[src/soi_pkg.sv]
// soi_pkg.sv: constants and types shared by both ends of the sts-48 overhead link
// assumes one transmit clock for both ends; byte lane 0 is bits 31:24 and leaves first
package soi_pkg;
   typedef enum logic [1:0] {
      SOI_TRANSPARENT_MODE = 2'h0,
      SOI_SECTION_OVERHEAD_INSERT_MODE = 2'h1,
      SOI_FULL_OVERHEAD_INSERT_MODE = 2'h2
   } soi_mode_type;

   // ----------------------------------------------------------------
   // frame geometry
   // ----------------------------------------------------------------
   localparam int WORD_W = 32;
   localparam int BYTE_W = 8;
   localparam int WORD_BYTES = 4;
   localparam int STS_N = 48;
   localparam int ROWS = 9;
   localparam int TOH_WORDS = 36;
   localparam int SPE_WORDS = 1044;
   localparam int COL_WORDS = 12;
   localparam logic [10:0] ROW_LAST = 11'(TOH_WORDS + SPE_WORDS - 1);
   localparam logic [10:0] TOH_END = 11'(TOH_WORDS);
   localparam logic [10:0] COL_B_START = 11'(COL_WORDS);
   localparam logic [10:0] COL_C_START = 11'(2 * COL_WORDS);
   localparam logic [3:0] ROW_COUNT_LAST = 4'(ROWS - 1);
   localparam logic [3:0] W12_LAST = 4'(COL_WORDS - 1);
   localparam logic [3:0] ROW_FRAMING = 4'h0;
   localparam logic [3:0] ROW_SECTION_PARITY = 4'h1;
   localparam logic [3:0] ROW_LINE_START = 4'h3;
   localparam logic [3:0] ROW_POINTER = 4'h3;
   localparam logic [3:0] ROW_LINE_PARITY = 4'h4;
   localparam logic [1:0] COL_A = 2'h0;
   localparam logic [1:0] COL_B = 2'h1;
   localparam logic [1:0] COL_C = 2'h2;

   // ----------------------------------------------------------------
   // overhead byte values
   // ----------------------------------------------------------------
   localparam logic [7:0] FRAMING_FIRST = 8'hF6;
   localparam logic [7:0] FRAMING_SECOND = 8'h28;
   localparam logic [7:0] PTR_HI_FIRST = 8'h62;
   localparam logic [7:0] PTR_LO_FIRST = 8'h0A;
   localparam logic [7:0] PTR_HI_OTHER = 8'h93;
   localparam logic [7:0] PTR_LO_OTHER = 8'hFF;
   localparam logic [7:0] APS_RDI = 8'h06;
   localparam logic [7:0] OVH_ZERO = 8'h00;
   localparam int SCR_W = 7;
   localparam logic [6:0] SCR_SEED = 7'h7F;

   // ----------------------------------------------------------------
   // controller registers
   // ----------------------------------------------------------------
   localparam int ADDR_W = 4;
   localparam logic [3:0] REG_CTRL = 4'h0;
   localparam logic [3:0] REG_STATUS = 4'h4;
   localparam int CTRL_RUN = 0;
   localparam int CTRL_MODE_LO = 1;
   localparam int CTRL_MODE_HI = 2;
   localparam int CTRL_FRAMING = 3;
   localparam int CTRL_PARITY = 4;
   localparam int CTRL_SCRAMBLE = 5;
   localparam int CTRL_RDI = 6;
   localparam logic [31:0] CTRL_RESET = 32'h0000_0038;
   localparam logic [31:0] CTRL_MASK = 32'h0000_007F;
   localparam logic [1:0] RESP_OKAY = 2'h0;
   localparam logic [1:0] RESP_SLVERR = 2'h2;
endpackage : soi_pkg

[src/soi_link_if.sv]
// soi_link_if.sv: frame word link plus overhead controls from the logic to the core
// assumes both ends run on the same aclk
`timescale 1ns/1ps
`default_nettype none
interface soi_link_if;
   import soi_pkg::*;
   logic [31:0] tx_frame_word;
   logic tx_frame_pulse;
   soi_mode_type mode;
   logic framing_en;
   logic parity_en;
   logic scramble_en;
   logic force_rdi;
   modport host (
      output tx_frame_word,
      output tx_frame_pulse,
      output mode,
      output framing_en,
      output parity_en,
      output scramble_en,
      output force_rdi
   );
   modport dev (
      input tx_frame_word,
      input tx_frame_pulse,
      input mode,
      input framing_en,
      input parity_en,
      input scramble_en,
      input force_rdi
   );
endinterface : soi_link_if
`default_nettype wire

[src/soi_dev_end.sv]
// soi_dev_end.sv: core end, overhead insertion, parity and scrambling of one lane
// assumes frame words arrive on aclk from logic on the same clock
`timescale 1ns/1ps
`default_nettype none

module soi_dev_end
   import soi_pkg::*;
#(
   parameter int LANE_ID = 0
) (
   input wire logic aclk,
   input wire logic aresetn,
   soi_link_if.dev link,
   output logic [31:0] line_word,
   output logic line_frame_pulse
);
   // ----------------------------------------------------------------
   // input stage and frame position
   // ----------------------------------------------------------------
   logic [31:0] word_reg;
   logic sof_reg;
   logic [10:0] wpos_reg;
   logic [3:0] row_reg;
   logic [3:0] w12_reg;
   logic [7:0] b1_reg;
   logic [7:0] b1_acc_reg;
   logic [6:0] scr_reg;
   logic [7:0] b2_acc_reg [0:STS_N-1];
   logic [7:0] b2_frame_reg [0:STS_N-1];
   logic [31:0] ins_word;
   logic [31:0] scr_word;
   logic [31:0] key_word;
   logic [6:0] scr_next;
   logic in_toh;
   logic line_area;
   logic row0_toh;
   logic [1:0] col;

   always_ff @(posedge aclk) begin
      if (!aresetn) begin
         word_reg <= '0;
         sof_reg <= 1'b0;
      end else begin
         word_reg <= link.tx_frame_word;
         sof_reg <= link.tx_frame_pulse;
      end
   end

   // the pulse realigns the counters at any time, so a slipped frame recovers at once
   always_ff @(posedge aclk) begin
      if (!aresetn) begin
         wpos_reg <= '0;
         row_reg <= '0;
         w12_reg <= '0;
      end else if (link.tx_frame_pulse) begin
         wpos_reg <= '0;
         row_reg <= '0;
         w12_reg <= '0;
      end else begin
         if (w12_reg == W12_LAST) begin
            w12_reg <= '0;
         end else begin
            w12_reg <= w12_reg + 4'h1;
         end
         if (wpos_reg == ROW_LAST) begin
            wpos_reg <= '0;
            if (row_reg == ROW_COUNT_LAST) begin
               row_reg <= '0;
            end else begin
               row_reg <= row_reg + 4'h1;
            end
         end else begin
            wpos_reg <= wpos_reg + 11'h001;
         end
      end
   end

   // ----------------------------------------------------------------
   // overhead byte selection
   // ----------------------------------------------------------------
   function automatic logic [7:0] ovh_byte(
      input soi_mode_type m,
      input logic fr_en,
      input logic pa_en,
      input logic rdi,
      input logic [3:0] row,
      input logic [1:0] cl,
      input logic first,
      input logic [7:0] b1,
      input logic [7:0] b2,
      input logic [7:0] din
   );
      logic [7:0] v;
      v = din;
      if (m == SOI_FULL_OVERHEAD_INSERT_MODE) begin
         // growth, sync status and remote error bytes stay zero here
         v = OVH_ZERO;
         case (row)
            ROW_FRAMING: begin
               if (cl == COL_A) v = FRAMING_FIRST;
               if (cl == COL_B) v = FRAMING_SECOND;
            end
            ROW_SECTION_PARITY: begin
               if (cl == COL_A && first) v = b1;
               if (cl == COL_C && first) v = 8'(LANE_ID + 1);
            end
            ROW_POINTER: begin
               if (cl == COL_A) v = first ? PTR_HI_FIRST : PTR_HI_OTHER;
               if (cl == COL_B) v = first ? PTR_LO_FIRST : PTR_LO_OTHER;
               // pointer action byte: no justification is ever made here
               if (cl == COL_C) v = OVH_ZERO;
            end
            ROW_LINE_PARITY: begin
               if (cl == COL_A) v = b2;
               if (cl == COL_C && first && rdi) v = APS_RDI;
            end
            default: v = OVH_ZERO;
         endcase
      end else if (m == SOI_SECTION_OVERHEAD_INSERT_MODE) begin
         if (row == ROW_FRAMING && fr_en) begin
            if (cl == COL_A) v = FRAMING_FIRST;
            if (cl == COL_B) v = FRAMING_SECOND;
         end
         if (row == ROW_SECTION_PARITY && cl == COL_A && pa_en) begin
            v = first ? b1 : OVH_ZERO;
         end
         if (row == ROW_LINE_PARITY && cl == COL_C && first && rdi) begin
            v = APS_RDI;
         end
      end
      return v;
   endfunction

   always_comb begin
      logic [5:0] sts;
      sts = '0;
      in_toh = (wpos_reg < TOH_END);
      line_area = !(in_toh && row_reg < ROW_LINE_START);
      row0_toh = in_toh && (row_reg == ROW_FRAMING);
      if (wpos_reg < COL_B_START) begin
         col = COL_A;
      end else if (wpos_reg < COL_C_START) begin
         col = COL_B;
      end else begin
         col = COL_C;
      end
      ins_word = word_reg;
      if (in_toh) begin
         for (int l = 0; l < WORD_BYTES; l++) begin
            sts = {w12_reg, 2'(l)};
            ins_word[WORD_W-1-BYTE_W*l -: BYTE_W] = ovh_byte(
               link.mode, link.framing_en, link.parity_en, link.force_rdi,
               row_reg, col, (sts == 6'h00), b1_reg, b2_frame_reg[sts],
               word_reg[WORD_W-1-BYTE_W*l -: BYTE_W]);
         end
      end
   end

   // ----------------------------------------------------------------
   // line parity, one accumulator per sts-1
   // ----------------------------------------------------------------
   for (genvar i = 0; i < STS_N; i++) begin : g_line_parity
      localparam logic [3:0] WSEL = 4'(i / WORD_BYTES);
      localparam int LSEL = i % WORD_BYTES;
      always_ff @(posedge aclk) begin
         if (!aresetn) begin
            b2_acc_reg[i] <= '0;
            b2_frame_reg[i] <= '0;
         end else if (sof_reg) begin
            b2_frame_reg[i] <= b2_acc_reg[i];
            b2_acc_reg[i] <= '0;
         end else if (line_area && w12_reg == WSEL) begin
            // taken before the scrambler, section overhead skipped
            b2_acc_reg[i] <= b2_acc_reg[i] ^ ins_word[WORD_W-1-BYTE_W*LSEL -: BYTE_W];
         end
      end
   end

   // ----------------------------------------------------------------
   // scrambler and section parity
   // ----------------------------------------------------------------
   function automatic logic [38:0] scr_run(input logic [6:0] seed);
      logic [6:0] s;
      logic [31:0] k;
      s = seed;
      k = '0;
      for (int i = 0; i < WORD_W; i++) begin
         k[WORD_W-1-i] = s[SCR_W-1];
         s = {s[SCR_W-2:0], s[SCR_W-1] ^ s[SCR_W-2]};
      end
      return {s, k};
   endfunction

   function automatic logic [7:0] fold(input logic [31:0] w);
      return w[31:24] ^ w[23:16] ^ w[15:8] ^ w[7:0];
   endfunction

   always_comb begin
      {scr_next, key_word} = scr_run(scr_reg);
      // the first overhead row is never scrambled so the far framer can lock
      if (link.scramble_en && !row0_toh) begin
         scr_word = ins_word ^ key_word;
      end else begin
         scr_word = ins_word;
      end
   end

   always_ff @(posedge aclk) begin
      if (!aresetn) begin
         scr_reg <= SCR_SEED;
      end else if (row0_toh) begin
         scr_reg <= SCR_SEED;
      end else begin
         scr_reg <= scr_next;
      end
   end

   // the first frame after reset sends a parity built from a partial frame
   always_ff @(posedge aclk) begin
      if (!aresetn) begin
         b1_acc_reg <= '0;
         b1_reg <= '0;
      end else if (sof_reg) begin
         b1_reg <= b1_acc_reg;
         b1_acc_reg <= fold(scr_word);
      end else begin
         b1_acc_reg <= b1_acc_reg ^ fold(scr_word);
      end
   end

   always_ff @(posedge aclk) begin
      if (!aresetn) begin
         line_word <= '0;
         line_frame_pulse <= 1'b0;
      end else begin
         line_word <= scr_word;
         line_frame_pulse <= sof_reg;
      end
   end
endmodule : soi_dev_end
`default_nettype wire

[src/flat_wrapper.sv]
// flat-port wrapper written by rule: the top's interface ports become plain ports
module soi_dev_end_flat import soi_pkg::*;
#(
   parameter int LANE_ID = 0
)
  (aclk, aresetn, line_word, line_frame_pulse, link_tx_frame_word, link_tx_frame_pulse, link_mode, link_framing_en, link_parity_en, link_scramble_en, link_force_rdi);
  soi_link_if link_i ();
  input wire logic aclk;
  input wire logic aresetn;
  output logic [31:0] line_word;
  output logic line_frame_pulse;
  input wire logic [$bits(link_i.tx_frame_word)-1:0] link_tx_frame_word;
  input wire logic [$bits(link_i.tx_frame_pulse)-1:0] link_tx_frame_pulse;
  input wire logic [$bits(link_i.mode)-1:0] link_mode;
  input wire logic [$bits(link_i.framing_en)-1:0] link_framing_en;
  input wire logic [$bits(link_i.parity_en)-1:0] link_parity_en;
  input wire logic [$bits(link_i.scramble_en)-1:0] link_scramble_en;
  input wire logic [$bits(link_i.force_rdi)-1:0] link_force_rdi;
  assign link_i.tx_frame_word = link_tx_frame_word;
  assign link_i.tx_frame_pulse = link_tx_frame_pulse;
  assign link_i.mode = link_mode;
  assign link_i.framing_en = link_framing_en;
  assign link_i.parity_en = link_parity_en;
  assign link_i.scramble_en = link_scramble_en;
  assign link_i.force_rdi = link_force_rdi;
  soi_dev_end #(.LANE_ID(LANE_ID)) u_core (.aclk(aclk), .aresetn(aresetn), .link(link_i), .line_word(line_word), .line_frame_pulse(line_frame_pulse));
endmodule
[config.mk]
export PLATFORM = sky130hd
export DESIGN_NAME = soi_dev_end_flat
export DESIGN_NICKNAME = d
export VERILOG_FILES = /design/src/soi_pkg.sv /design/src/soi_link_if.sv /design/src/soi_dev_end.sv /design/src/flat_wrapper.sv
export SDC_FILE = /design/constraint.sdc
export NUM_CORES = 1
export LEC_CHECK = 0
export BUFFER_PORTS_ARGS = -buffer_cell sky130_fd_sc_hd__buf_4
export CAP_MARGIN = 20
export CORE_UTILIZATION = 45
export DETAILED_ROUTE_END_ITERATION = 12
export PLACE_DENSITY = 0.6
export RECOVER_POWER = 25
export SETUP_SLACK_MARGIN = 0.02
export SYNTH_ARGS = -nofsm -noshare
export SYNTH_HDL_FRONTEND = slang
export SYNTH_SLANG_ARGS = --single-unit
export TNS_END_PERCENT = 50
[constraint.sdc]
create_clock -name aclk -period 8.6 [get_ports aclk]
set_input_delay 0 -clock aclk [delete_from_list [all_inputs] [get_ports aclk]]
set_output_delay 0 -clock aclk [all_outputs]
set_load 0.01 [all_outputs]
==> impl_metrics.env <==
export IMPL_place_congestion=0.942
export IMPL_grt_remaining_overflow=0
export IMPL_synth_edff_count=768
export IMPL_crit_slowest_cell="clkbuf_2"
export IMPL_tritoncts="yes"
export IMPL_diodes=0
export IMPL_cp_data_arrival_time_ns=6.51
export IMPL_clk_pin_slew_ns=0.06
export IMPL_cts_htree_levels=3
export IMPL_p_leak_nw=17.6
export IMPL_hold_class="in -> reg"
export IMPL_endpoint_kind="flip-flop"
export IMPL_ys_flop_type="edfxtp_1"
export IMPL_cp_depth=4
export IMPL_die_h_um=301
export IMPL_startpoint="u_core.sof_reg"
export IMPL_rr_worst_depth=4
export IMPL_critical_path_top_delay_family="buffers and inverters"
export IMPL_cts_setup_buffers=0
export IMPL_rsz0062_at_grt="no"
export IMPL_hold_start="link_scramble_en"
export IMPL_hold_path_end="u_core.line_word[4]"
export IMPL_drive_gt1_share_pct=13.1
export IMPL_synth_top_area_cell="edfxtp_1"
export IMPL_outcome="finished, violations left"
export IMPL_clk_latency_ns=0.68
export IMPL_n_fill_cell=7460
export IMPL_viasPerCell=5.71
export IMPL_min_period_ns=6.02
export IMPL_rows=109
export IMPL_synth_cell_types=87
export IMPL_fin_cells=4332
export IMPL_die_w_um=301
export IMPL_seq_area_frac_synth_pct=62.6
export IMPL_syn_area_um2=40300
export IMPL_synth_seq_cells=876
export IMPL_r2r_start="u_core.sof_reg"
export IMPL_max_freq_mhz=166
export IMPL_grt_usage_pct=24.5
export IMPL_drv_slew=751
export IMPL_clockBufferDepth=3
export IMPL_drc=23
export IMPL_place_area_um2=42000
export IMPL_synthArstFlopShare_pct=0
export IMPL_ys_warn_count=0
export IMPL_max_cap_violations=4
export IMPL_cp_num_buf_inv=3
export IMPL_finish_utilization_pct=51.5
export IMPL_min_delay_path_depth=6
export IMPL_wirelength_um=111000
export IMPL_ir_drop_v=0.000143
export IMPL_grt_pass1_wl_um=164000
export IMPL_cts_inserted_buffers=94
export IMPL_synthTopCellsByArea="edfxtp_1, xnor2_1, and3_1"
export IMPL_tightest_slew_ns=4.89
export IMPL_violations="DRC, capacitance limit, slew limit"
export IMPL_drt_pass1_iterations=10
export IMPL_syn_nets=3096
export IMPL_skew_ns=0.0501
export IMPL_ant_nets=0
export IMPL_cp_max_fo=263
export IMPL_fin_nets=3139
export IMPL_io_buffers=73
export IMPL_grt_pass1_vias=24300
export IMPL_stdcell_area_um2=45600
export IMPL_r2r_end="u_core.b2_frame_reg[9][0]"
export IMPL_ios=74
export IMPL_core_area_um2=88500
export IMPL_cts_sinks=876
export IMPL_vias=24700
export IMPL_relSlewSlack_pct=-226
export IMPL_setup_viol=0
export IMPL_die_area_um2=90800
export IMPL_grt_max_degree=282
export IMPL_hold_viol=0
export IMPL_p_total_mw=10.0
export IMPL_synth_most_common_cell="edfxtp_1"
export IMPL_path_cells="clkbuf_2 -> clkbuf_1 -> buf_16 -> and3_1"
export IMPL_synth_top_area_share_pct=57.2
export IMPL_synth_common_cells="edfxtp_1, nor2_1, and3_1"
export IMPL_powerDensity_nw_per_um2=220
export IMPL_period_share_pct=70.1
export IMPL_dp_cells=4100
export IMPL_tns_ns=0
export IMPL_routedWlPerCell_um=25.7
export IMPL_initial_utilization_pct=45.5
export IMPL_criticalPathCategory="reg -> reg"
export IMPL_area_growth_pct=13.0
export IMPL_clockRootBuffer="clkbuf_16"
export IMPL_reg2reg_slack_ns=2.58
export IMPL_worstPathRequired_ns=9.09
export IMPL_drt_iter0_markers=2655
export IMPL_postSynthCellCount=3047
export IMPL_avgSynthCellArea_um2=13.2
export IMPL_crit_path_start_kind="flip-flop"
export IMPL_critPathMaxStageDelay_ns=3.18
export IMPL_dp_hpwl_um=67800
export IMPL_antenna_found_initial=2
-- layout make-up --
type                    instances  area (um^2)  area share [%]
repair buffers                190         1460            3.21
inverters                      14         53.8           0.118
multi-input cells            1914        14200            31.2
clock inverters                64          651            1.43
flip-flops and latches        876        25200            55.4
clock buffers                 109         2480            5.45
well taps                    1165         1460            3.20
-- report_power, final --
part	internal, mW	switching [mW]
Combinational	0.380	0.577
Clock	2.35	1.74
Sequential	4.87	0.126
Total	7.60	2.44
-- layer usage --
| metal | vias up | track usage (%) | routed length, um |
|---|---|---|---|
| met5 | - | 0 | 13 |
| met4 | 2 | 8.92 | 4120 |
| met3 | 168 | 3.15 | 7450 |
| met2 | 950 | 38.8 | 51600 |
| met1 | 12600 | 34.7 | 48100 |
| li1 | 11000 | - | - |
-- cells in the final DEF, fill, tap and decap left out, types with 13 or more instances in the layout --
cell,count
buf_4,92
clkbuf_1,45
and3_1,389
clkinv_1,17
xnor2_1,310
nand3_1,20
nor2b_1,20
dlygate4sd3_1,58
edfxtp_1,768
a21oi_1,23
and2_1,53
nor2_1,449
and2_0,18
clkbuf_16,96
nand3_2,15
nand2_1,64
clkinv_2,23
mux4_2,94
o21ai_0,21
dfxtp_1,105
mux2i_1,31
o211ai_1,13
xor2_1,177
-- through the flow --
stage / hold WS, ns / worst slack (ns)
final: 0.0814 / 2.58
after global routing: 0.0940 / 2.23
after CTS: 0.0590 / 3.54
after detailed placement: 0.212 / 3.50
after global placement: 0.210 / 3.80
after floorplan: 0.122 / 0.852
-- repair_timing --
item | in CTS | in global routing
resized for setup | 0 | 0
hold buffers | 58 | 0
endpoints found under the hold margin | 35 | 0
-- worst max path at each step --
| stage | endpoint | slack (ns) |
|---|---|---|
| 6_report | u_core.b2_frame_reg[9][0] | 2.58 |
| 5_1_grt | u_core.b2_frame_reg[9][0] | 2.23 |
| 4_1_cts | u_core.b2_acc_reg[3][3] | 3.54 |
| 3_5_place_dp | u_core.b2_acc_reg[2][7] | 3.50 |
| 3_3_place_gp | u_core.b2_acc_reg[2][0] | 3.80 |
| 2_1_floorplan | u_core.b2_frame_reg[0][0] | 0.85 |
-- logic make-up after synthesis --
family	share of synthesized area [%]
AO/OA/AOI/OAI	3.00
XOR/XNOR	11.0
adder cells (fa/ha/maj)	0.248
buffers and inverters	2.63
flip-flops	62.6
multiplexers	6.39
AND/OR/NAND/NOR	14.1
-- worst register-to-register path: cells and delay by family, from the launching register on --
family | cells | cell delay (ns)
buffers and inverters | 3 | 4.80
DFF | 1 | 0.76
and+or+nand+nor | 1 | 0.32
Note: power is estimated with default switching activity, not from simulation.
